===== src/shared/dsd_params.svh =====
// Constants for the data space decoder and access timing logic
`ifndef DSD_PARAMS_SVH
`define DSD_PARAMS_SVH

// ----------------------------------------------------------------
// Region bounds (first address past each region)
// ----------------------------------------------------------------
`define REGF_END        16'h0020
`define STDIO_END       16'h0060
`define XIO_END         16'h0100
`define SRAM_END_NORM   16'h1100
`define SRAM_END_COMP   16'h1000
`define IO_BASE         16'h0020

// ----------------------------------------------------------------
// Own register data addresses inside standard I/O
// ----------------------------------------------------------------
`define ADDR_MCU_CTRL   16'h0055
`define ADDR_EE_CTRL    16'h003C
`define ADDR_EE_DATA    16'h003D
`define ADDR_EE_ADDR_LO 16'h003E
`define ADDR_EE_ADDR_HI 16'h003F

// ----------------------------------------------------------------
// Field positions
// ----------------------------------------------------------------
`define MCU_SRE_BIT     7
`define MCU_WAIT_LSB    2
`define EEC_RDY_IE_BIT  3
`define EEC_ARM_BIT     2
`define EEC_WR_BIT      1
`define EEC_RD_BIT      0

// ----------------------------------------------------------------
// Reset values
// ----------------------------------------------------------------
`define MCU_CTRL_RST    8'h00
`define EEPROM_ADDR_REG_RST        12'h000
`define EEPROM_DATA_REG_RST        8'h00

// ----------------------------------------------------------------
// Timing counts in core clock cycles
// ----------------------------------------------------------------
`define EE_RD_HOLD      3'h4
`define EE_WR_HOLD      3'h2
`define ARM_WINDOW      3'h4
`define EXT_BYTE_BASE   4'h1
`define EXT_PAIR_BASE   4'h3

`endif


===== src/shared/dsd_pkg.sv =====
// Types shared by the data space decoder modules
package dsd_pkg;

	// Access sequencer states
	typedef enum logic [2:0] {
		ST_IDLE   = 3'b001,
		ST_ACCESS = 3'b010,
		ST_EXT    = 3'b100
	} state_t;

	// Decoded target region
	typedef enum logic [2:0] {
		RG_REGF  = 3'h0,
		RG_STDIO = 3'h1,
		RG_XIO   = 3'h2,
		RG_SRAM  = 3'h3,
		RG_EXT   = 3'h4
	} region_t;

	// Data addressing modes
	typedef enum logic [2:0] {
		AM_DIRECT  = 3'h0,
		AM_DISP    = 3'h1,
		AM_IND     = 3'h2,
		AM_PREDEC  = 3'h3,
		AM_POSTINC = 3'h4
	} addr_mode_t;

	// Complete state of the top module
	typedef struct packed {
		state_t      state;
		logic [3:0]  cnt;
		logic [2:0]  hold;
		logic [2:0]  arm_cnt;
		logic        arm;
		logic        rdy_ie;
		logic        ext_mem_enable;
		logic [1:0]  wait_st;
		logic [11:0] eeprom_addr_reg;
		logic [7:0]  eeprom_data_reg;
		logic        comp_meta;
		logic        comp_sync;
		logic        own_hit;
		logic        ext_null;
		logic        is_rd;
		logic [15:0] laddr;
		logic        sel_regf;
		logic        sel_stdio;
		logic        sel_xio;
		logic        sel_sram;
		logic        mem_we;
		logic [7:0]  mem_wdata;
		logic        done;
		logic        stall;
		logic [7:0]  rdata;
		logic        ptr_wb;
		logic [15:0] ptr_new;
		logic        ext_rd;
		logic        ext_wr;
		logic [15:0] ext_addr;
		logic [7:0]  ext_wdata;
		logic        eep_rd;
		logic        eep_wr;
	} core_state_t;

endpackage : dsd_pkg


===== src/design/ds_addr_decode.sv =====
// Effective address generation and data space region decode
`timescale 1ns/1ps
`include "dsd_params.svh"

module ds_addr_decode (
	input  wire dsd_pkg::addr_mode_t addr_mode_i,
	input  wire logic [1:0]          ptr_sel_i,
	input  wire logic [15:0]         ptr_base_i,
	input  wire logic [5:0]          disp_i,
	input  wire logic [15:0]         direct_addr_i,
	input  wire logic                io_insn_i,
	input  wire logic                compat_i,
	output logic [15:0]              eff_addr_o,
	output logic                     ptr_wb_o,
	output logic [15:0]              ptr_new_o,
	output dsd_pkg::region_t         region_o
);

	// ----------------------------------------------------------------
	// Address generation
	// ----------------------------------------------------------------
	always_comb begin
		eff_addr_o = direct_addr_i;
		ptr_wb_o   = 1'b0;
		ptr_new_o  = ptr_base_i;
		if (io_insn_i) begin
			// Short port index only reaches standard I/O
			eff_addr_o = `IO_BASE + {10'h000, direct_addr_i[5:0]};
		end else begin
			case (addr_mode_i)
				dsd_pkg::AM_DISP: begin
					// Displacement only with the three upper pointers
					eff_addr_o = (ptr_sel_i != 2'h0) ?
						ptr_base_i + {10'h000, disp_i} : ptr_base_i;
				end
				dsd_pkg::AM_IND: begin
					eff_addr_o = ptr_base_i;
				end
				dsd_pkg::AM_PREDEC: begin
					ptr_new_o  = ptr_base_i - 16'h0001;
					eff_addr_o = ptr_new_o;
					ptr_wb_o   = 1'b1;
				end
				dsd_pkg::AM_POSTINC: begin
					eff_addr_o = ptr_base_i;
					ptr_new_o  = ptr_base_i + 16'h0001;
					ptr_wb_o   = 1'b1;
				end
				default: begin
					eff_addr_o = direct_addr_i;
				end
			endcase
		end
	end

	// ----------------------------------------------------------------
	// Region decode; legacy map has no extended I/O
	// ----------------------------------------------------------------
	always_comb begin
		if (eff_addr_o < `REGF_END) begin
			region_o = dsd_pkg::RG_REGF;
		end else if (eff_addr_o < `STDIO_END) begin
			region_o = dsd_pkg::RG_STDIO;
		end else if (compat_i) begin
			region_o = (eff_addr_o < `SRAM_END_COMP) ?
				dsd_pkg::RG_SRAM : dsd_pkg::RG_EXT;
		end else if (eff_addr_o < `XIO_END) begin
			region_o = dsd_pkg::RG_XIO;
		end else if (eff_addr_o < `SRAM_END_NORM) begin
			region_o = dsd_pkg::RG_SRAM;
		end else begin
			region_o = dsd_pkg::RG_EXT;
		end
	end

endmodule : ds_addr_decode


===== src/design/data_space_decoder_timing.sv =====
// Data space decoder, access sequencer and EEPROM access registers
`timescale 1ns/1ps
`include "dsd_params.svh"

// Operation
// - Normal map: regs, I/O, extended I/O, SRAM
// - Legacy map drops extended I/O, 4000 SRAM
// - Short I/O instructions never reach extended I/O
// - Addresses past internal region go external
// - External access only with enable bit set
// - Internal accesses keep external strobes inactive
// - External byte takes one extra cycle
// - External stack pair costs three extra cycles
// - Wait states add two, three, four cycles
// - Stack pair with waits adds five, seven, nine
// - Internal access completes within two cycles
// - Displacement up to 63 on upper pointers
// - Pre-decrement, post-increment pointer written back
// - EEPROM read stalls four, write two cycles
// - EEPROM reached indirectly, 4K single bytes
// - EEPROM registers decoded in standard I/O
// - Address register 12 bits, top four zero
// - Address zero at reset, software loads it
// - Write needs arm bit, arm expires after four
module data_space_decoder_timing (
	input  wire logic                core_clk_i,
	input  wire logic                reset_i,
	input  wire logic                compat_mode_i,
	input  wire logic                req_i,
	input  wire logic                we_i,
	input  wire logic                io_insn_i,
	input  wire logic                pair_i,
	input  wire dsd_pkg::addr_mode_t addr_mode_i,
	input  wire logic [1:0]          ptr_sel_i,
	input  wire logic [15:0]         ptr_base_i,
	input  wire logic [5:0]          disp_i,
	input  wire logic [15:0]         direct_addr_i,
	input  wire logic [7:0]          wdata_i,
	input  wire logic [7:0]          int_rdata_i,
	input  wire logic [7:0]          ext_rdata_i,
	input  wire logic [7:0]          eep_rdata_i,
	input  wire logic                eep_busy_i,
	output logic                     done_o,
	output logic                     stall_o,
	output logic [7:0]               rdata_o,
	output logic                     ptr_wb_o,
	output logic [15:0]              ptr_new_o,
	output logic                     sel_regfile_o,
	output logic                     sel_std_io_o,
	output logic                     sel_ext_io_o,
	output logic                     sel_sram_o,
	output logic [15:0]              local_addr_o,
	output logic                     mem_we_o,
	output logic [7:0]               mem_wdata_o,
	output logic                     ext_rd_o,
	output logic                     ext_wr_o,
	output logic [15:0]              ext_addr_o,
	output logic [7:0]               ext_wdata_o,
	output logic [11:0]              eep_addr_o,
	output logic [7:0]               eep_wdata_o,
	output logic                     eep_rd_o,
	output logic                     eep_wr_o
);

	dsd_pkg::core_state_t s;
	dsd_pkg::core_state_t next_s;
	logic [15:0]          eff_addr;
	logic                 dec_wb;
	logic [15:0]          dec_new;
	dsd_pkg::region_t     region;
	logic                 take;
	logic                 own;
	logic                 go_ext;
	logic [7:0]           own_rd;

	// ----------------------------------------------------------------
	// Address decode
	// ----------------------------------------------------------------
	ds_addr_decode u_decode (
		.addr_mode_i   (addr_mode_i),
		.ptr_sel_i     (ptr_sel_i),
		.ptr_base_i    (ptr_base_i),
		.disp_i        (disp_i),
		.direct_addr_i (direct_addr_i),
		.io_insn_i     (io_insn_i),
		.compat_i      (s.comp_sync),
		.eff_addr_o    (eff_addr),
		.ptr_wb_o      (dec_wb),
		.ptr_new_o     (dec_new),
		.region_o      (region)
	);

	// Request qualification and own register hit
	assign take   = (s.state == dsd_pkg::ST_IDLE) && req_i;
	assign go_ext = (region == dsd_pkg::RG_EXT) && s.ext_mem_enable;
	assign own    = (region == dsd_pkg::RG_STDIO) &&
		((eff_addr == `ADDR_MCU_CTRL) || (eff_addr == `ADDR_EE_CTRL) ||
		(eff_addr == `ADDR_EE_DATA) || (eff_addr == `ADDR_EE_ADDR_LO) ||
		(eff_addr == `ADDR_EE_ADDR_HI));

	// ----------------------------------------------------------------
	// Own register read mux
	// ----------------------------------------------------------------
	always_comb begin
		case (s.laddr)
			`ADDR_MCU_CTRL:   own_rd = {s.ext_mem_enable, 3'h0, s.wait_st, 2'h0};
			`ADDR_EE_CTRL:    own_rd = {4'h0, s.rdy_ie, s.arm,
				eep_busy_i | s.eep_wr, 1'b0};
			`ADDR_EE_DATA:    own_rd = s.eeprom_data_reg;
			`ADDR_EE_ADDR_LO: own_rd = s.eeprom_addr_reg[7:0];
			`ADDR_EE_ADDR_HI: own_rd = {4'h0, s.eeprom_addr_reg[11:8]};
			default:          own_rd = 8'h00;
		endcase
	end

	// ----------------------------------------------------------------
	// Next state
	// ----------------------------------------------------------------
	always_comb begin
		next_s           = s;
		next_s.comp_meta = compat_mode_i;
		next_s.comp_sync = s.comp_meta;
		next_s.done      = 1'b0;
		next_s.ptr_wb    = 1'b0;
		next_s.eep_rd    = 1'b0;
		next_s.eep_wr    = 1'b0;
		// Arm window timer; a new arm write restarts it
		if (s.arm_cnt != 3'h0) begin
			next_s.arm_cnt = s.arm_cnt - 3'h1;
			if (s.arm_cnt == 3'h1) begin
				next_s.arm = 1'b0;
			end
		end
		// EEPROM stall count
		if (s.hold != 3'h0) begin
			next_s.hold = s.hold - 3'h1;
		end
		// Read data lands in the data register one cycle on
		if (s.eep_rd) begin
			next_s.eeprom_data_reg = eep_rdata_i;
		end
		case (s.state)
			dsd_pkg::ST_IDLE: begin
				if (take) begin
					next_s.laddr     = eff_addr;
					next_s.is_rd     = !we_i;
					next_s.own_hit   = own;
					next_s.ptr_wb    = dec_wb;
					next_s.ptr_new   = dec_new;
					next_s.sel_regf  = region == dsd_pkg::RG_REGF;
					next_s.sel_stdio = (region == dsd_pkg::RG_STDIO) && !own;
					next_s.sel_xio   = region == dsd_pkg::RG_XIO;
					next_s.sel_sram  = region == dsd_pkg::RG_SRAM;
					next_s.mem_we    = we_i && (region != dsd_pkg::RG_EXT) &&
						!own;
					next_s.mem_wdata = wdata_i;
					next_s.ext_null  = (region == dsd_pkg::RG_EXT) && !s.ext_mem_enable;
					if (go_ext) begin
						// External strobes only for the external window
						next_s.state     = dsd_pkg::ST_EXT;
						next_s.ext_rd    = !we_i;
						next_s.ext_wr    = we_i;
						next_s.ext_addr  = eff_addr;
						next_s.ext_wdata = wdata_i;
						// Extra cycles: byte n+1, stack pair 2n+3
						next_s.cnt = pair_i ?
							`EXT_PAIR_BASE + {1'b0, s.wait_st, 1'b0} :
							`EXT_BYTE_BASE + {2'h0, s.wait_st};
					end else begin
						// Internal or disabled window: one more cycle
						next_s.state = dsd_pkg::ST_ACCESS;
					end
					if (own && we_i) begin
						case (eff_addr)
							`ADDR_MCU_CTRL: begin
								next_s.ext_mem_enable     = wdata_i[`MCU_SRE_BIT];
								next_s.wait_st =
									wdata_i[`MCU_WAIT_LSB +: 2];
							end
							`ADDR_EE_CTRL: begin
								next_s.rdy_ie = wdata_i[`EEC_RDY_IE_BIT];
								if (wdata_i[`EEC_ARM_BIT]) begin
									next_s.arm     = 1'b1;
									next_s.arm_cnt = `ARM_WINDOW;
								end
								// Strobe without arm does nothing
								if (wdata_i[`EEC_WR_BIT] && s.arm &&
									!eep_busy_i) begin
									next_s.eep_wr = 1'b1;
									next_s.hold   = `EE_WR_HOLD;
								end else if (wdata_i[`EEC_RD_BIT] &&
									!eep_busy_i) begin
									next_s.eep_rd = 1'b1;
									next_s.hold   = `EE_RD_HOLD;
								end
							end
							`ADDR_EE_DATA: begin
								next_s.eeprom_data_reg = wdata_i;
							end
							`ADDR_EE_ADDR_LO: begin
								if (!eep_busy_i) begin
									next_s.eeprom_addr_reg[7:0] = wdata_i;
								end
							end
							`ADDR_EE_ADDR_HI: begin
								if (!eep_busy_i) begin
									next_s.eeprom_addr_reg[11:8] = wdata_i[3:0];
								end
							end
							default: begin
								next_s.eeprom_addr_reg = s.eeprom_addr_reg;
							end
						endcase
					end
				end
			end
			dsd_pkg::ST_ACCESS: begin
				next_s.done      = 1'b1;
				next_s.state     = dsd_pkg::ST_IDLE;
				next_s.mem_we    = 1'b0;
				next_s.sel_regf  = 1'b0;
				next_s.sel_stdio = 1'b0;
				next_s.sel_xio   = 1'b0;
				next_s.sel_sram  = 1'b0;
				if (s.own_hit) begin
					next_s.rdata = own_rd;
				end else if (s.ext_null) begin
					next_s.rdata = 8'h00;
				end else begin
					next_s.rdata = int_rdata_i;
				end
			end
			dsd_pkg::ST_EXT: begin
				if (s.cnt == 4'h0) begin
					next_s.done   = 1'b1;
					next_s.state  = dsd_pkg::ST_IDLE;
					next_s.ext_rd = 1'b0;
					next_s.ext_wr = 1'b0;
					next_s.rdata  = s.is_rd ? ext_rdata_i : 8'h00;
				end else begin
					next_s.cnt = s.cnt - 4'h1;
				end
			end
			default: begin
				next_s.state = dsd_pkg::ST_IDLE;
			end
		endcase
		// Hold the core for EEPROM and external extra cycles
		next_s.stall = (next_s.hold != 3'h0) ||
			((next_s.state == dsd_pkg::ST_EXT) && (next_s.cnt != 4'h0));
	end

	// ----------------------------------------------------------------
	// State register; address comes up as zero, software must load it
	// ----------------------------------------------------------------
	always_ff @(posedge core_clk_i or posedge reset_i) begin
		if (reset_i) begin
			s         <= '0;
			s.state   <= dsd_pkg::ST_IDLE;
			s.ext_mem_enable     <= 1'(`MCU_CTRL_RST >> `MCU_SRE_BIT);
			s.eeprom_addr_reg    <= `EEPROM_ADDR_REG_RST;
			s.eeprom_data_reg    <= `EEPROM_DATA_REG_RST;
		end else begin
			s <= next_s;
		end
	end

	// Outputs straight from the state register
	assign done_o        = s.done;
	assign stall_o       = s.stall;
	assign rdata_o       = s.rdata;
	assign ptr_wb_o      = s.ptr_wb;
	assign ptr_new_o     = s.ptr_new;
	assign sel_regfile_o = s.sel_regf;
	assign sel_std_io_o  = s.sel_stdio;
	assign sel_ext_io_o  = s.sel_xio;
	assign sel_sram_o    = s.sel_sram;
	assign local_addr_o  = s.laddr;
	assign mem_we_o      = s.mem_we;
	assign mem_wdata_o   = s.mem_wdata;
	assign ext_rd_o      = s.ext_rd;
	assign ext_wr_o      = s.ext_wr;
	assign ext_addr_o    = s.ext_addr;
	assign ext_wdata_o   = s.ext_wdata;
	assign eep_addr_o    = s.eeprom_addr_reg;
	assign eep_wdata_o   = s.eeprom_data_reg;
	assign eep_rd_o      = s.eep_rd;
	assign eep_wr_o      = s.eep_wr;
endmodule : data_space_decoder_timing


===== config.mk =====
export PLATFORM = sky130hd
export DESIGN_NAME = data_space_decoder_timing
export DESIGN_NICKNAME = d
export VERILOG_FILES = /design/src/shared/dsd_pkg.sv /design/src/design/ds_addr_decode.sv /design/src/design/data_space_decoder_timing.sv
export VERILOG_INCLUDE_DIRS = /design/src /design/src/shared
export SDC_FILE = /design/constraint.sdc
export NUM_CORES = 1
export LEC_CHECK = 0
export ABC_AREA = 1
export BUFFER_PORTS_ARGS = -buffer_cell sky130_fd_sc_hd__buf_2
export CORE_ASPECT_RATIO = 2
export CORE_MARGIN = 2
export CORE_UTILIZATION = 30
export CTS_CLUSTER_DIAMETER = 30
export DETAILED_ROUTE_END_ITERATION = 10
export GPL_ROUTABILITY_DRIVEN = 0
export PLACE_DENSITY = 0.48
export RECOVER_POWER = 50
export REMOVE_ABC_BUFFERS = 1
export SYNTH_ARGS = -nofsm -noshare
export SYNTH_HDL_FRONTEND = slang
export SYNTH_HIERARCHICAL = 1
export SYNTH_SLANG_ARGS = --single-unit

===== constraint.sdc =====
create_clock -name core_clk_i -period 6 [get_ports core_clk_i]
set_input_delay 0 -clock core_clk_i [delete_from_list [all_inputs] [get_ports core_clk_i]]
set_output_delay 0 -clock core_clk_i [all_outputs]
set_load 0.1 [all_outputs]

==> results.cfg <==
[run_status]
run_status = complete, but fails checks
violations = capacitance limit, slew limit

[synthesis]
synthXorXnorAreaFrac = 0.00680
ys_warn_count = 6
synth-adder-area-share = 0.0244
ys_ff_latch = 127
syn_inst = 1262
synth_largest_area_cell = dfrtp_1
synth_top_family_by_area = simple AND/OR/NAND/NOR gates
synth-simple-area-share = 0.302
synth_area_per_cell_sq_um = 7.15
syn_area_sq_um = 9020
synth_compound_area_frac = 0.132
synth_cell_types = 52
synth_edf_count = 0
netlist_top_cells_area = dfrtp_1 (35%), nand2_1 (13%), buf_4 (8.2%)
synth-main-ff-cell = dfrtp_1
seq_area_frac_synth = 0.352
async_flop_share = 1.00
muxShareOfSynthArea = 0.0101
synth_top_area_frac = 0.350

[pwr]
switching_share = 0.465
power_density_nw_per_um2 = 325
combPwrFrac = 0.384
power_frac_seq = 0.308
power_switching_uw = 1570
ir_worst_vdd_uv = 192
p_int_uw = 1800
leakagePower_uw = 0.00516
clock_power_share = 0.308

[placed_design]
post-place-ws_ps = 1790
portBuffers = 186
hpwl_microns = 24100
place_area_sq_um = 9540
dpl.cell_count = 1685

[setup_path]
cpMaxStageDelayCell = nand2_1
critical_path_class = in -> reg
crit_family = simple AND/OR/NAND/NOR gates
worst-path-max-fanout = 21
slowest_delay_ps = 670
cp_cell_sequence = buf_2 -> nor2_1 -> nand2_2 -> nand2_1 -> inv_2 -> nor2_1 -> nand2_1 -> nand2_2 -> nand2_2 -> nor2_1 -> nand3_2 -> nand2_1 -> inv_1 -> a21oi_1 -> inv_1 -> nor3_1 -> nand2_1 -> nor2_4 -> nand2_2 -> inv_2 -> nand3_4 -> o21ai_1 -> dlygate4sd3_1 -> inv_1
worstPathArrival_ps = 4600
critPathCaptureType = register
cp_data_required_time_ps = 6330
crit_buf_inv = 7
start_kind = input pin

[floorplanning]
die_width_microns = 127
start_util = 0.306
die_y_microns = 249
num_rows = 89
ios = 187
coreArea_sq_um = 29500
die_area_sq_um = 31600

[clocking]
insertion_delay_ps = 440
cts_tree = yes
numCtsBuffers = 17
root_buffer = clkbuf_16
clockBufferDepth = 2
h-tree-depth = 4
cts_setup_buffers = 0
clock-sinks = 127
path_clk_slew_ps = 60

[grt]
grt_usage = 0.197
first_global_vias = 8470
antenna_found_initial = 0
grt_pass1_wl_microns = 47600
grt_max_degree = 76
grt-ovfl-total = 0

[routing]
ant_nets = 0
drt-total-wl_microns = 31200
drtIter0Drc = 374
drc_errors = 0
wl_per_cell_microns = 17.8
vias = 8450
dr.pass1.iters = 5
viasPerCell = 4.82

[layout]
fin_nets = 1477
design_area_sq_um = 10300
fill_cells = 3248
antenna_cells = 0
syn2layout_area_growth_pct = 14.7
drive_gt1_frac = 0.144
finalNonFillerCells = 1753

[timing]
min_period_ps = 4260
finalSetupViolCount = 0
timing.final.crit_share = 0.710
drv_slew = 130
timing.final.ws_setup_ps = 1740
finalHoldViolations = 0
tns_ps = 0
worst_pin_slew_ps = 3120
fmax_ghz = 0.235
finalClockSkew_ps = 8.38
holdWs_ps = 35.4
relSlewSlack = -1.09
rsz0062_at_grt = no

[worst_hold_path]
min_path_type = in -> reg

[run]
drv_cap = 2
[sequential cells by signal, summed over array words and instances (netlist names), 8 cells and up]
name	count
ptr_new_o	16
local_addr_o	16
mem_wdata_o	8
ext_addr_o	16
ext_wdata_o	8
rdata_o	8
eep_wdata_o	8
s	22
eep_addr_o	12
[final timing paths]
path | start | to | slack [ps] | cells after the start
worst max-delay path | addr_mode_i[1] | eep_wdata_o[2] | 1740 | 24
worst min-delay path | ptr_base_i[15] | ptr_new_o[15] | 40 | 5
worst max register to register | s[87] | eep_wdata_o[2] | 2840 | 13
worst min register to register | next_s[87] | s[87] | 410 | 0
max in group asynchronous | reset_i | local_addr_o[13] | 2290 | 4
min in group asynchronous | reset_i | ext_addr_o[7] | 980 | 3
[final cells by class]
cell class              instances  area (sq um)  area share
multi-input cells             834          4290       0.415
clock inverters                13           141      0.0137
repair buffers                229          1210       0.117
inverters                     168           634      0.0613
well taps                     364           455      0.0440
flip-flops and latches        127          3180       0.307
clock buffers                  18           429      0.0415
[layout by cell type, fill, tap and decap left out, drive strengths merged, types with 3 or more instances in the layout]
cell type | Yosys | layout
dlygate4sd3 | 0 | 37
clkinvlp | 0 | 4
nand2 | 337 | 337
o41ai | 3 | 3
o211ai | 6 | 6
or2 | 3 | 3
inv | 167 | 168
a31oi | 14 | 14
clkinv | 1 | 7
xor2 | 5 | 5
buf | 116 | 86
clkbuf | 17 | 124
dfrtp | 126 | 126
o31ai | 4 | 4
o21ai | 136 | 136
ha | 16 | 16
nor2 | 113 | 113
a21oi | 35 | 35
mux2i | 8 | 8
nand3 | 105 | 105
a22o | 5 | 5
nor3 | 14 | 14
nand4 | 17 | 17
[tightest hold or removal path, cell delays in order]
cell     delay, ps
buf_2          130
inv_1          110
o21ai_1         80
nand2_1         60
nand2_1         50
[per-layer routing]
layer / wire (microns) / track usage / vias up
met5: 0 / 0 / -
met2: 17900 / 0.387 / 252
met1: 10800 / 0.197 / 3948
met4: 1190 / 0.0879 / 0
met3: 1320 / 0.0305 / 59
li1: - / - / 4191
[power groups by stage]
stage                     Clock, uW  Sequential (uW)  Combinational (uW)
final                          1040             1040                1290
after global routing           1090             1050                1380
after CTS                      1060             1030                1330
after detailed placement          0             1050                1280
after global placement            0             1050                1280
after floorplan                   0             1690                 345
[cell usage after synthesis, types with 2 or more instances]
master,n
dfrtp_1,126
nor2_4,12
o21ai_2,3
nor3_1,11
buf_2,7
nor2_1,88
xor2_1,5
o41ai_1,3
nand2_1,320
nor2_2,11
nand3_4,3
mux2i_1,8
buf_6,5
a21oi_1,33
buf_1,5
nand2_4,3
xnor2_1,2
a31oi_1,14
clkbuf_1,17
nand3_1,95
a22o_1,5
buf_4,99
ha_1,16
inv_1,152
nor2_8,2
nand4_1,17
o22ai_1,2
inv_2,14
nor3_4,2
o21ai_1,22
or2_2,2
o21ai_0,110
a21oi_2,2
o211ai_1,6
o31ai_1,4
nand3_2,7
nand2_2,14
[per-stage QoR]
| stage | total power (uW) | util |
|---|---|---|
| floorplan | 2030 | - |
| global placement | 2330 | 0.323 |
| detailed placement | 2330 | 0.323 |
| CTS | 3430 | 0.355 |
| global route | 3520 | 0.350 |
| finish | 3360 | 0.350 |
[what timing repair did]
action	in CTS	in global routing
hold buffers	37	0
resized for setup	0	0
hold endpoints to repair	114	0
[kinds of logic (layout without fill, tap and decap cells)]
logic type / count (synthesis) / after routing
compound gates: 211 / 211
xor+xnor: 7 / 7
fa+ha+maj: 17 / 17
buf+inv: 301 / 428
flops: 127 / 127
mux: 9 / 9
simple gates: 590 / 590
(Power assumes the default switching activity.)
